File: config.mk
export PLATFORM = sky130hd
export DESIGN_NAME = sequence_automask_tagging_control
export DESIGN_NICKNAME = d
export VERILOG_FILES = /design/src/hw/seq_ctl_pkg.sv /design/src/hw/sequence_automask_tagging_control.sv /design/src/hw/sync_edge_detect.sv
export SDC_FILE = /design/constraint.sdc
export NUM_CORES = 1
export LEC_CHECK = 0
export BUFFER_PORTS_ARGS = -buffer_cell sky130_fd_sc_hd__buf_2
export CORE_ASPECT_RATIO = 1.4
export CORE_UTILIZATION = 45
export DETAILED_ROUTE_END_ITERATION = 10
export GPL_TIMING_DRIVEN = 1
export SETUP_SLACK_MARGIN = 0.05
export SYNTH_ARGS = -nofsm -noshare
export SYNTH_HDL_FRONTEND = slang
export SYNTH_HIERARCHICAL = 1
export SYNTH_SLANG_ARGS = --single-unit
File: constraint.sdc
create_clock -name core_clk_i -period 2.8 [get_ports core_clk_i]
set_input_delay 0.7 -clock core_clk_i [delete_from_list [all_inputs] [get_ports core_clk_i]]
set_output_delay 0.7 -clock core_clk_i [all_outputs]
set_load 0.02 [all_outputs]
File: src/hw/seq_ctl_pkg.sv
// Purpose : Shared constants and carriers of the sequence auto-mask and tagging control bank
// Assumes : 100 MHz core clock, 8 monitored channels, 8-bit register interface
// Notes   : Every offset, reset value and cycle count lives here once
package seq_ctl_pkg;

  // ---------------------------------------------------------------------------
  // Sizes
  // ---------------------------------------------------------------------------
  localparam int unsigned NUM_CHANNELS = 8;     // Monitored channels, bit N-1 is channel N
  localparam int unsigned ADDR_W       = 8;     // Register address width
  localparam int unsigned DATA_W       = 8;     // Register data width

  // ---------------------------------------------------------------------------
  // Register offsets
  // ---------------------------------------------------------------------------
  localparam logic [7:0] OFS_AUTOMASK_POWER_ON    = 8'hA1;
  localparam logic [7:0] OFS_AUTOMASK_POWER_OFF   = 8'hA2;
  localparam logic [7:0] OFS_AUTOMASK_SLEEP_EXIT  = 8'hA3;
  localparam logic [7:0] OFS_AUTOMASK_SLEEP_ENTRY = 8'hA4;
  localparam logic [7:0] OFS_TIMEOUT_HIGH         = 8'hA5;
  localparam logic [7:0] OFS_TIMEOUT_LOW          = 8'hA6;
  localparam logic [7:0] OFS_TAG_PULSE_WIDTH      = 8'hA7;
  localparam logic [7:0] OFS_UP_TAG_THRESHOLD     = 8'hA8;
  localparam logic [7:0] OFS_DOWN_TAG_THRESHOLD   = 8'hA9;
  localparam logic [7:0] OFS_EXPECTED_ORDER_CH1   = 8'hB0;
  localparam logic [7:0] OFS_EXPECTED_ORDER_CH2   = 8'hB1;

  // ---------------------------------------------------------------------------
  // Reset values
  // ---------------------------------------------------------------------------
  localparam logic [7:0] RST_AUTOMASK       = 8'hFF;  // All four auto-mask registers
  localparam logic [7:0] RST_TIMEOUT        = 8'h00;
  localparam logic [7:0] RST_TAG_PULSE      = 8'h00;
  localparam logic [7:0] RST_UP_TAG_THRESH  = 8'h1F;
  localparam logic [7:0] RST_DOWN_TAG_THRESH = 8'h00;
  localparam logic [7:0] RST_EXPECTED_ORDER = 8'h00;
  localparam logic [7:0] RDATA_UNMAPPED     = 8'h00;  // Answer to an unmapped address

  // ---------------------------------------------------------------------------
  // Timing
  // ---------------------------------------------------------------------------
  localparam int unsigned CLK_PERIOD_NS = 10;                          // 100 MHz
  localparam int unsigned US_NS         = 1000;                        // One microsecond
  localparam int unsigned MS_NS         = 1000000;                     // One millisecond
  localparam int unsigned US_CYCLES     = US_NS / CLK_PERIOD_NS;       // 100 cycles
  localparam int unsigned MS_CYCLES_DEF = MS_NS / CLK_PERIOD_NS;       // 100000 cycles
  localparam int unsigned TAG_BASE_US   = 50;                          // Width at code zero
  localparam int unsigned TAG_STEP_US   = 10;                          // Width per code step
  localparam int unsigned US_CNT_W      = 7;                           // Holds US_CYCLES-1
  localparam int unsigned MS_PRE_W      = 17;                          // Holds MS_CYCLES_DEF-1
  localparam int unsigned TAG_US_W      = 12;                          // Holds 2600

  // ---------------------------------------------------------------------------
  // Carriers
  // ---------------------------------------------------------------------------
  typedef struct packed {
    logic              write;   // One-cycle write strobe
    logic              read;    // One-cycle read strobe
    logic [ADDR_W-1:0] addr;    // Register offset
    logic [DATA_W-1:0] wdata;   // Write data
  } reg_req_t;

  typedef struct packed {
    logic [7:0] automask_power_on;
    logic [7:0] automask_power_off;
    logic [7:0] automask_sleep_exit;
    logic [7:0] automask_sleep_entry;
    logic [7:0] transition_timeout_high;
    logic [7:0] transition_timeout_low;
    logic [7:0] tag_pulse_width;
    logic [7:0] up_tag_threshold_select;
    logic [7:0] down_tag_threshold_select;
    logic [7:0] expected_power_on_order_ch1;
    logic [7:0] expected_power_on_order_ch2;
  } ctl_regs_t;

endpackage

File: src/hw/sequence_automask_tagging_control.sv
// Purpose : Sequence auto-mask, transition timeout and tagging control register bank
// Assumes : Register requests come from the serial interface logic on core_clk_i
// Notes   : Sequence logging and order comparison live outside; this bank feeds them
//
// How it works
// - Power-active fall masks power-off selected channels
// - Sleep rise masks sleep-exit selected channels
// - Sleep fall masks sleep-entry selected channels
// - Mask bit N-1 governs channel N
// - Timeout expiry releases every active auto-mask
// - Sixteen-bit timeout, value plus one milliseconds
// - Range reaches seconds; low byte covers 256 ms
// - Tag pulse 50 us plus 10 us per step
// - Up tagging bit selects off or UV threshold
// - Up threshold select resets to 0x1F
// - Down tagging select likewise, resets to zero
// - Expected power-on order values for channels 1 and 2 only
// - Power-active rise masks power-on selected channels
// - Edge direction names the transition kind
`timescale 1ns/1ps
module sequence_automask_tagging_control #(
  parameter int unsigned MS_CYCLES = seq_ctl_pkg::MS_CYCLES_DEF   // Cycles per millisecond
) (
  input  wire logic                  core_clk_i,                 // Core clock
  input  wire logic                  sys_rst_i,                  // Synchronous reset, active high
  input  wire seq_ctl_pkg::reg_req_t reg_req_i,                  // Register request
  output logic [7:0]                 reg_rdata_o,                // Read data
  output logic                       reg_ack_o,                  // One-cycle answer to a request
  input  wire logic                  power_active_input_i,       // Power-active pin
  input  wire logic                  sleep_input_i,              // Sleep pin
  input  wire logic                  tag_request_i,              // Start one sync tagging pulse
  output logic [7:0]                 irq_automask_o,             // Per-channel fault interrupt mask
  output logic                       timeout_busy_o,             // Auto-mask window running
  output logic                       sync_tag_pulse_o,           // Sync tagging pulse
  output logic [7:0]                 tag_use_uv_threshold_o,     // 1 = UV threshold, 0 = off threshold
  output logic [7:0]                 expected_power_on_order_ch1_o, // Expected order, channel 1
  output logic [7:0]                 expected_power_on_order_ch2_o  // Expected order, channel 2
);

  // ---------------------------------------------------------------------------
  // Helpers
  // ---------------------------------------------------------------------------
  // Pulse length in microseconds for a width code
  function automatic logic [seq_ctl_pkg::TAG_US_W-1:0] tag_width_us(input logic [7:0] code);
    tag_width_us = seq_ctl_pkg::TAG_US_W'(seq_ctl_pkg::TAG_BASE_US)
                 + seq_ctl_pkg::TAG_US_W'(code) * seq_ctl_pkg::TAG_US_W'(seq_ctl_pkg::TAG_STEP_US);
  endfunction

  // Terminal count of a prescaler of the given period
  function automatic logic [seq_ctl_pkg::MS_PRE_W-1:0] term_of(input int unsigned period);
    term_of = seq_ctl_pkg::MS_PRE_W'(period - 1);
  endfunction

  // ---------------------------------------------------------------------------
  // Pin synchronisers
  // ---------------------------------------------------------------------------
  logic act_rise, act_fall;     // Power-active edges
  logic slp_rise, slp_fall;     // Sleep edges

  sync_edge_detect u_act_sync (
    .core_clk_i (core_clk_i),
    .sys_rst_i  (sys_rst_i),
    .pin_i      (power_active_input_i),
    .level_o    (),
    .rise_o     (act_rise),
    .fall_o     (act_fall)
  );

  sync_edge_detect u_slp_sync (
    .core_clk_i (core_clk_i),
    .sys_rst_i  (sys_rst_i),
    .pin_i      (sleep_input_i),
    .level_o    (),
    .rise_o     (slp_rise),
    .fall_o     (slp_fall)
  );

  // ---------------------------------------------------------------------------
  // Register file
  // ---------------------------------------------------------------------------
  seq_ctl_pkg::ctl_regs_t regs_q, regs_d;   // Software-visible control state
  logic [7:0]             rdata_q, rdata_d; // Registered read data
  logic                   ack_q, ack_d;     // Answer strobe
  logic [7:0]             mask_q;           // Active auto-mask, read back at no address
  logic                   busy_q;           // Timeout window running

  // Write decode and read mux; unmapped reads answer zero, unmapped writes drop
  always_comb begin
    regs_d  = regs_q;
    rdata_d = rdata_q;
    ack_d   = reg_req_i.write | reg_req_i.read;
    if (reg_req_i.write) begin
      unique case (reg_req_i.addr)
        seq_ctl_pkg::OFS_AUTOMASK_POWER_ON:    regs_d.automask_power_on           = reg_req_i.wdata;
        seq_ctl_pkg::OFS_AUTOMASK_POWER_OFF:   regs_d.automask_power_off          = reg_req_i.wdata;
        seq_ctl_pkg::OFS_AUTOMASK_SLEEP_EXIT:  regs_d.automask_sleep_exit         = reg_req_i.wdata;
        seq_ctl_pkg::OFS_AUTOMASK_SLEEP_ENTRY: regs_d.automask_sleep_entry        = reg_req_i.wdata;
        seq_ctl_pkg::OFS_TIMEOUT_HIGH:         regs_d.transition_timeout_high     = reg_req_i.wdata;
        seq_ctl_pkg::OFS_TIMEOUT_LOW:          regs_d.transition_timeout_low      = reg_req_i.wdata;
        seq_ctl_pkg::OFS_TAG_PULSE_WIDTH:      regs_d.tag_pulse_width             = reg_req_i.wdata;
        seq_ctl_pkg::OFS_UP_TAG_THRESHOLD:     regs_d.up_tag_threshold_select     = reg_req_i.wdata;
        seq_ctl_pkg::OFS_DOWN_TAG_THRESHOLD:   regs_d.down_tag_threshold_select   = reg_req_i.wdata;
        seq_ctl_pkg::OFS_EXPECTED_ORDER_CH1:   regs_d.expected_power_on_order_ch1 = reg_req_i.wdata;
        seq_ctl_pkg::OFS_EXPECTED_ORDER_CH2:   regs_d.expected_power_on_order_ch2 = reg_req_i.wdata;
        default: ;                                                            // Unmapped: ignored
      endcase
    end
    if (reg_req_i.read) begin
      unique case (reg_req_i.addr)
        seq_ctl_pkg::OFS_AUTOMASK_POWER_ON:    rdata_d = regs_q.automask_power_on;
        seq_ctl_pkg::OFS_AUTOMASK_POWER_OFF:   rdata_d = regs_q.automask_power_off;
        seq_ctl_pkg::OFS_AUTOMASK_SLEEP_EXIT:  rdata_d = regs_q.automask_sleep_exit;
        seq_ctl_pkg::OFS_AUTOMASK_SLEEP_ENTRY: rdata_d = regs_q.automask_sleep_entry;
        seq_ctl_pkg::OFS_TIMEOUT_HIGH:         rdata_d = regs_q.transition_timeout_high;
        seq_ctl_pkg::OFS_TIMEOUT_LOW:          rdata_d = regs_q.transition_timeout_low;
        seq_ctl_pkg::OFS_TAG_PULSE_WIDTH:      rdata_d = regs_q.tag_pulse_width;
        seq_ctl_pkg::OFS_UP_TAG_THRESHOLD:     rdata_d = regs_q.up_tag_threshold_select;
        seq_ctl_pkg::OFS_DOWN_TAG_THRESHOLD:   rdata_d = regs_q.down_tag_threshold_select;
        seq_ctl_pkg::OFS_EXPECTED_ORDER_CH1:   rdata_d = regs_q.expected_power_on_order_ch1;
        seq_ctl_pkg::OFS_EXPECTED_ORDER_CH2:   rdata_d = regs_q.expected_power_on_order_ch2;
        default:                               rdata_d = seq_ctl_pkg::RDATA_UNMAPPED;
      endcase
    end
  end

  // Register storage with documented reset values
  always_ff @(posedge core_clk_i) begin
    if (sys_rst_i) begin
      regs_q.automask_power_on           <= seq_ctl_pkg::RST_AUTOMASK;
      regs_q.automask_power_off          <= seq_ctl_pkg::RST_AUTOMASK;
      regs_q.automask_sleep_exit         <= seq_ctl_pkg::RST_AUTOMASK;
      regs_q.automask_sleep_entry        <= seq_ctl_pkg::RST_AUTOMASK;
      regs_q.transition_timeout_high     <= seq_ctl_pkg::RST_TIMEOUT;
      regs_q.transition_timeout_low      <= seq_ctl_pkg::RST_TIMEOUT;
      regs_q.tag_pulse_width             <= seq_ctl_pkg::RST_TAG_PULSE;
      regs_q.up_tag_threshold_select     <= seq_ctl_pkg::RST_UP_TAG_THRESH;
      regs_q.down_tag_threshold_select   <= seq_ctl_pkg::RST_DOWN_TAG_THRESH;
      regs_q.expected_power_on_order_ch1 <= seq_ctl_pkg::RST_EXPECTED_ORDER;
      regs_q.expected_power_on_order_ch2 <= seq_ctl_pkg::RST_EXPECTED_ORDER;
      rdata_q                            <= seq_ctl_pkg::RDATA_UNMAPPED;
      ack_q                              <= 1'b0;
    end else begin
      regs_q  <= regs_d;
      rdata_q <= rdata_d;
      ack_q   <= ack_d;
    end
  end

  // ---------------------------------------------------------------------------
  // Auto-mask window and transition timeout
  // ---------------------------------------------------------------------------
  typedef enum logic {MASK_IDLE, MASK_RUN} mask_state_t;

  mask_state_t                     mstate_q, mstate_d;   // Window state
  logic [7:0]                      mask_d;               // Next active mask
  logic                            busy_d;
  logic [seq_ctl_pkg::MS_PRE_W-1:0] ms_pre_q, ms_pre_d;  // Millisecond prescaler
  logic [15:0]                     ms_cnt_q, ms_cnt_d;   // Whole milliseconds elapsed
  logic [15:0]                     tout_code;            // Programmed timeout code
  logic [7:0]                      edge_mask;            // Channels chosen by this cycle's edges
  logic                            any_edge;

  // High and low bytes form one code; low byte alone spans 1..256 ms
  assign tout_code = {regs_q.transition_timeout_high, regs_q.transition_timeout_low};

  // Each edge kind picks its own register; bit N-1 is channel N
  always_comb begin
    edge_mask = 8'h00;
    if (act_rise) edge_mask = edge_mask | regs_q.automask_power_on;
    if (act_fall) edge_mask = edge_mask | regs_q.automask_power_off;
    if (slp_rise) edge_mask = edge_mask | regs_q.automask_sleep_exit;
    if (slp_fall) edge_mask = edge_mask | regs_q.automask_sleep_entry;
  end

  assign any_edge = act_rise | act_fall | slp_rise | slp_fall;

  // Window sequencing; a new edge during a window restarts the count and adds
  // its channels, so an overlapping transition never unmasks early
  always_comb begin
    mstate_d = mstate_q;
    mask_d   = mask_q;
    busy_d   = busy_q;
    ms_pre_d = ms_pre_q;
    ms_cnt_d = ms_cnt_q;
    if (any_edge) begin
      mstate_d = MASK_RUN;
      mask_d   = (mstate_q == MASK_RUN) ? (mask_q | edge_mask) : edge_mask;
      busy_d   = 1'b1;
      ms_pre_d = '0;
      ms_cnt_d = 16'h0000;
    end else begin
      unique case (mstate_q)
        MASK_IDLE: begin
          mask_d = 8'h00;
          busy_d = 1'b0;
        end
        MASK_RUN: begin
          if (ms_pre_q == term_of(MS_CYCLES)) begin
            ms_pre_d = '0;
            if (ms_cnt_q == tout_code) begin
              mstate_d = MASK_IDLE;
              mask_d   = 8'h00;
              busy_d   = 1'b0;
            end else begin
              ms_cnt_d = ms_cnt_q + 16'h0001;
            end
          end else begin
            ms_pre_d = ms_pre_q + 1'b1;
          end
        end
      endcase
    end
  end

  // Window registers
  always_ff @(posedge core_clk_i) begin
    if (sys_rst_i) begin
      mstate_q <= MASK_IDLE;
      mask_q   <= 8'h00;
      busy_q   <= 1'b0;
      ms_pre_q <= '0;
      ms_cnt_q <= 16'h0000;
    end else begin
      mstate_q <= mstate_d;
      mask_q   <= mask_d;
      busy_q   <= busy_d;
      ms_pre_q <= ms_pre_d;
      ms_cnt_q <= ms_cnt_d;
    end
  end

  // ---------------------------------------------------------------------------
  // Tagging threshold direction
  // ---------------------------------------------------------------------------
  logic       dir_up_q, dir_up_d;    // Last transition was upward
  logic [7:0] thr_q, thr_d;          // Selected threshold per channel

  // Up transitions use the up select, down transitions the down select
  always_comb begin
    dir_up_d = dir_up_q;
    if (act_rise | slp_rise)      dir_up_d = 1'b1;
    else if (act_fall | slp_fall) dir_up_d = 1'b0;
    thr_d = dir_up_d ? regs_q.up_tag_threshold_select
                     : regs_q.down_tag_threshold_select;
  end

  // Direction registers; power-up starts as an upward sequence
  always_ff @(posedge core_clk_i) begin
    if (sys_rst_i) begin
      dir_up_q <= 1'b1;
      thr_q    <= seq_ctl_pkg::RST_UP_TAG_THRESH;
    end else begin
      dir_up_q <= dir_up_d;
      thr_q    <= thr_d;
    end
  end

  // ---------------------------------------------------------------------------
  // Sync tagging pulse
  // ---------------------------------------------------------------------------
  logic                             pulse_q, pulse_d;    // Pulse level
  logic [seq_ctl_pkg::US_CNT_W-1:0] us_pre_q, us_pre_d;  // Microsecond prescaler
  logic [seq_ctl_pkg::TAG_US_W-1:0] us_left_q, us_left_d; // Microseconds still to run

  // Width is latched at start; rewriting the code mid-pulse has no effect.
  // Requests during a pulse are ignored rather than stretching it.
  always_comb begin
    pulse_d   = pulse_q;
    us_pre_d  = us_pre_q;
    us_left_d = us_left_q;
    if (!pulse_q) begin
      if (tag_request_i) begin
        pulse_d   = 1'b1;
        us_pre_d  = '0;
        us_left_d = tag_width_us(regs_q.tag_pulse_width);
      end
    end else if (us_pre_q == seq_ctl_pkg::US_CNT_W'(seq_ctl_pkg::US_CYCLES - 1)) begin
      us_pre_d  = '0;
      us_left_d = us_left_q - 1'b1;
      if (us_left_q == seq_ctl_pkg::TAG_US_W'(1)) pulse_d = 1'b0;
    end else begin
      us_pre_d = us_pre_q + 1'b1;
    end
  end

  // Pulse registers
  always_ff @(posedge core_clk_i) begin
    if (sys_rst_i) begin
      pulse_q   <= 1'b0;
      us_pre_q  <= '0;
      us_left_q <= '0;
    end else begin
      pulse_q   <= pulse_d;
      us_pre_q  <= us_pre_d;
      us_left_q <= us_left_d;
    end
  end

  // ---------------------------------------------------------------------------
  // Outputs, all straight from flip-flops
  // ---------------------------------------------------------------------------
  assign reg_rdata_o                   = rdata_q;
  assign reg_ack_o                     = ack_q;
  assign irq_automask_o                = mask_q;
  assign timeout_busy_o                = busy_q;
  assign sync_tag_pulse_o              = pulse_q;
  assign tag_use_uv_threshold_o        = thr_q;
  assign expected_power_on_order_ch1_o = regs_q.expected_power_on_order_ch1;
  assign expected_power_on_order_ch2_o = regs_q.expected_power_on_order_ch2;

endmodule // sequence_automask_tagging_control

File: src/hw/sync_edge_detect.sv
// Purpose : Three-stage pin synchroniser with agreement filter and edge pulses
// Assumes : Input is asynchronous to core_clk_i
// Notes   : A change counts only once stages two and three agree
`timescale 1ns/1ps
module sync_edge_detect (
  input  wire logic core_clk_i,   // Core clock
  input  wire logic sys_rst_i,    // Synchronous reset, active high
  input  wire logic pin_i,        // Raw asynchronous level
  output logic      level_o,      // Filtered level
  output logic      rise_o,       // One-cycle pulse on filtered rise
  output logic      fall_o        // One-cycle pulse on filtered fall
);

  // ---------------------------------------------------------------------------
  // State
  // ---------------------------------------------------------------------------
  logic stage1_q, stage2_q, stage3_q;   // Synchroniser chain
  logic level_q,  level_d;              // Accepted level
  logic rise_q,   rise_d;
  logic fall_q,   fall_d;

  // Next values: stage one is seen only by stage two
  always_comb begin
    level_d = level_q;
    rise_d  = 1'b0;
    fall_d  = 1'b0;
    if (stage2_q == stage3_q && stage3_q != level_q) begin
      level_d = stage3_q;
      rise_d  = stage3_q;
      fall_d  = ~stage3_q;
    end
  end

  // Registers; reset level is low so a high pin at reset gives one rise
  always_ff @(posedge core_clk_i) begin
    if (sys_rst_i) begin
      stage1_q <= 1'b0;
      stage2_q <= 1'b0;
      stage3_q <= 1'b0;
      level_q  <= 1'b0;
      rise_q   <= 1'b0;
      fall_q   <= 1'b0;
    end else begin
      stage1_q <= pin_i;
      stage2_q <= stage1_q;
      stage3_q <= stage2_q;
      level_q  <= level_d;
      rise_q   <= rise_d;
      fall_q   <= fall_d;
    end
  end

  assign level_o = level_q;
  assign rise_o  = rise_q;
  assign fall_o  = fall_q;

endmodule // sync_edge_detect

---- Word level (Yosys, flattened, before mapping) ----
Cells that the tools add are included.
cells by class
  equality and inequality tests ........... 22
  $add $sub $neg .......................... 5
  reduce and logical (&&, ||, !) cells .... 20
  bitwise logic cells ..................... 16
  multiply operators ...................... 1
  multiplexer cells ....................... 32
operators with widths
  kind                   count
  $eq 8x8->1 const B     11
  $pmux 8 s11            1
  $mux 8                 9
  $mux 12                3
  $or 8x8->8             4
  $reduce_and 2->1       13
  $mux 7                 3
  $add 17x1->17 const B  1
  $eq 17x17->1 const B   1
  $mux 17                1
  $add 16x1->16 const B  1
  $eq 16x16->1           1
  $pmux 8 s2             1
  $mux 1                 13
  $add 6x12->12 const A  1
  $eq 12x1->1 const B    1
  $sub 12x1->12 const B  1
  $mul 8x3->11 const B   1
  $add 7x1->7 const B    1
  $eq 7x7->1 const B     1
  $ne 3x1->1 const B     2
  $not 1->1              6
  $or 1x1->1             6
  $reduce_or 2->1        3
  other kinds (7)        10
storage, ports and cells
  output and inout port bits .............. 43
  register bits after elaboration ......... 181
  word-level logic and storage cells ...... 131
  input port bits ......................... 23

---- Longest topological paths before layout ----
  depth in word-level cells ............... 10
  depth in mapped cells ................... 9
  mapped depth without buffers ............ 9

---- Modules after synthesis ----
The synthesis kept the hierarchy.
modules (own cells, without submodules)
  module                             instances  area an instance (um2)  cells each  seq. area each (um2)
  sequence_automask_tagging_control  1          8574.5                  979         3383.2
  sync_edge_detect                   2          177.7                   14          120.1

---- Worst setup path after synthesis ----
OpenSTA, ideal clock, no wires.
  kind .................................... register -> register
  start point ............................. register regs_q[33] (netlist bit)
  end point ............................... register us_left_q[9] (netlist bit)
  data arrival time ....................... 2413 ps
  path buffers ............................ 0
  slack ................................... 273 ps
  clock period less this slack ............ 2527 ps
  data required time ...................... 2685 ps
  stages on the path, launching flop included .. 10
  setup time .............................. 115 ps
  cells stage by stage .................... dfxtp_1 > ha_1 > ha_1 > fa_1 > a211o_1 > o21ai_0 > xnor2_1 > and3_1 > xnor2_1 > a2111oi_0
between the ends
  word-level cells in the longest chain between the ends .. 4
RTL lines
  item                    RTL line                                  text
  from (decl)             sequence_automask_tagging_control.sv:81   seq_ctl_pkg::ctl_regs_t regs_q, regs_d;
  from (signal assigned)  sequence_automask_tagging_control.sv:143  regs_q <= regs_d;
  $mul 8x3->11            sequence_automask_tagging_control.sv:46   + seq_ctl_pkg::TAG_US_W'(code) * seq_ctl_pkg::TAG_US_W'(seq_ctl_pkg::TAG_STEP_US);
  $add 6x12->12           sequence_automask_tagging_control.sv:46
  $mux 12                 sequence_automask_tagging_control.sv:272  if (tag_request_i) begin
  $mux 12                 sequence_automask_tagging_control.sv:271  if (!pulse_q) begin
  to (signal assigned)    sequence_automask_tagging_control.sv:295  us_left_q <= us_left_d;
  to (decl)               sequence_automask_tagging_control.sv:263  logic [seq_ctl_pkg::TAG_US_W-1:0] us_left_q, us_left_d;
Every way passes these cells. The select of a mux whose other input is x is not followed.
A chain may end at the register's enable or synchronous reset.

---- Worst setup path after layout ----
Same ends and word-level chain as after synthesis.

==> flow_metrics.tcl <==
set metrics [dict create \
    crit_arrival_ns 2.89 \
    whs_path_depth 1 \
    first_iter_violations 550 \
    syn-num-nets 1049 \
    yosys_warnings 6 \
    ys_types 71 \
    slowest_delay_ns 0.37 \
    critical_path.endpoint_type "register" \
    maxSlewViolCount 0 \
    timing.fmax_mhz 388 \
    dieWidth_um 121 \
    power_density_nw_per_um2 522 \
    numCtsBuffers 17 \
    cp-start-kind "register" \
    synthCells 1007 \
    min_period_ns 2.57 \
    critical_path.max_fanout 2 \
    path_clk_slew_ns 0.07 \
    worstHoldEndpoint "u_slp_sync/stage2_q" \
    final_core_util 0.522 \
    clock_sinks 181 \
    wl_per_cell_um 18.3 \
    dpl.cell_count 1278 \
    startpoint "regs_q[33]" \
    die_h_um 169 \
    ys_ff_latch 181 \
    cpLargestDelayFamily "adder cells" \
    dieArea_um2 20400 \
    coreArea_um2 19300 \
    crit_type "reg -> reg" \
    synth_edf_count 0 \
    fin_tns_setup_ns 0 \
    avgViaCountPerCell 5.71 \
    vdd_drop_max_mv 0.398 \
    rsz0062_at_grt "no" \
    stdcell_count 1312 \
    worst-path-buf-inv 0 \
    synthToLayoutAreaGrowth_pct 12.7 \
    cts_tree "built" \
    hp-class "reg -> reg" \
    setup_viol 0 \
    syn-mean-instance-area_um2 8.87 \
    netlist_area_um2 8930 \
    cp_cell_sequence "ha_1 -> ha_1 -> fa_2 -> a211o_1 -> o21ai_0 -> xnor2_1 -> and3_1 -> xnor2_1 -> a2111oi_2" \
    drive_gt1_frac 0.151 \
    cap_violations 0 \
    fin_skew_ns 0.0129 \
    cts-root-buf "clkbuf_16" \
    slowest_stage "a2111oi_2" \
    gp_congestion 0.884 \
    grt_max_degree 136 \
    h-tree-depth 4 \
    p_leak_nw 4.11 \
    drc 0 \
    portBuffers 65 \
    via_count 7496 \
    slew_headroom 0.565 \
    diodes 0 \
    insertion_delay_ns 0.43 \
    antenna_found_initial 1 \
    async_flop_share 0 \
    required_ns 3.12 \
    grt_pass1_vias 6933 \
    initial_core_util 0.463 \
    regToRegEndpoint "us_left_q[9]" \
    rows 60 \
    status "finished, final reports clean" \
    r2r_start "regs_q[33]" \
    mostFrequentLayoutCell "dfxtp_1" \
    final_cell_mix "180 x dfxtp_1, 141 x nor2_1, 73 x mux2i_1" \
    synth_ff_type "dfxtp_1" \
    ys_seq_area_frac 0.406 \
    reg2reg_slack_ns 0.23 \
    reg2regPathDepth 9 \
    grt_overflow 0 \
    hpwl_um 17100 \
    worst_slew_pin_slew_ns 0.653 \
    ant_nets 0 \
    period_share 0.920 \
    first_pass_iters 6 \
    grtUsageTotal 0.237 \
    hp-start "u_slp_sync/stage1_q" \
    nets 1093 \
    cts_hold_buf 0 \
    drt-total-wl_um 24000 \
    io_pins 66 \
    clockBufferDepth 2 \
    hold_violations 0 \
    grt_pass1_wl_um 37300 \
]
cell usage after synthesis, types with 18 or more instances:
| cell type | count | share of area |
|---|---|---|
| nand3_1 | 36 | 0.020 |
| clkbuf_1 | 37 | 0.016 |
| and3_1 | 19 | 0.013 |
| nand2_1 | 68 | 0.029 |
| nor2b_1 | 22 | 0.015 |
| dfxtp_1 | 181 | 0.41 |
| a211o_1 | 30 | 0.029 |
| xnor2_1 | 42 | 0.041 |
| a21oi_1 | 52 | 0.029 |
| nor3_1 | 29 | 0.016 |
| o21ai_0 | 28 | 0.016 |
| nor2_1 | 141 | 0.059 |
| ha_1 | 18 | 0.025 |
| mux2i_1 | 73 | 0.082 |
registers in the layout, indices dropped and copies added, names as in the netlist, 12 cells and up:
name and count:
regs_q 72, ms_cnt_q 16, ms_pre_q 17, us_left_q 12
layer usage:
| layer | vias up | wire length [um] | GRT usage |
|---|---|---|---|
| met1 | 3621 | 10400 | 0.295 |
| met2 | 145 | 12000 | 0.402 |
| met5 | - | 0 | 0 |
| met3 | 33 | 886 | 0.0344 |
| met4 | 0 | 741 | 0.104 |
| li1 | 3697 | - | - |
metrics by stage:
step                power [mW]  setup slack (ns)  cell area, um2  hold WS (ns)
finish                    5.26             0.225           10100         0.447
global route              5.44             0.102           10100         0.473
detailed placement        2.99             0.101            9470         0.433
CTS                       5.31            0.0670           10000         0.452
global placement          2.99             0.194            9470         0.418
floorplan                 2.88             0.273            8930         0.414
worst register-to-register path: cells and delay by family (launching register included):
family	cells	cell delay [ns]
adder cells (fa/ha/maj)	3	0.89
AO/OA/AOI/OAI	3	0.79
XOR/XNOR	2	0.27
flip-flops	1	0.32
AND/OR/NAND/NOR	1	0.22
timing repair:
action | in CTS | in global routing
endpoints found under the setup margin | 0 | 1
resized for setup | 0 | 5
buffers inserted | 0 | 2
kinds of logic (layout without fill, tap and decap cells):
logic type	after synthesis	after routing	synth area share
DFF	181	181	0.406
muxes	74	74	0.0843
and+or+nand+nor	388	388	0.224
adders and majority gates	19	19	0.0275
buffers and inverters	89	146	0.0461
xor gates and xnor gates	56	56	0.0549
AOI/OAI and AO/OA	200	200	0.157
final cells by class:
cell class / count / area (um2)
multi-input combinational: 737 / 4910
clock inverter: 13 / 124
timing repair buffer: 98 / 588
clock buffer: 19 / 443
inverter: 16 / 60.1
fill: 1876 / 9230
tap: 248 / 310
sequential: 181 / 3620
worst max-delay path by stage:
stage,slack (ns),to,cells past startpoint
after floorplan,0.27,us_left_q[9],9
after global placement,0.19,us_left_q[9],9
after detailed placement,0.10,us_left_q[9],9
after CTS,0.07,us_left_q[9],9
after global routing,0.10,us_left_q[9],9
final,0.23,us_left_q[9],9
where the power goes:
group	total (mW)	switching, mW	internal (mW)
clock network	2.32	1.06	1.26
logic	0.324	0.220	0.104
registers	2.61	0.0172	2.59
(Power assumes the default switching activity.)
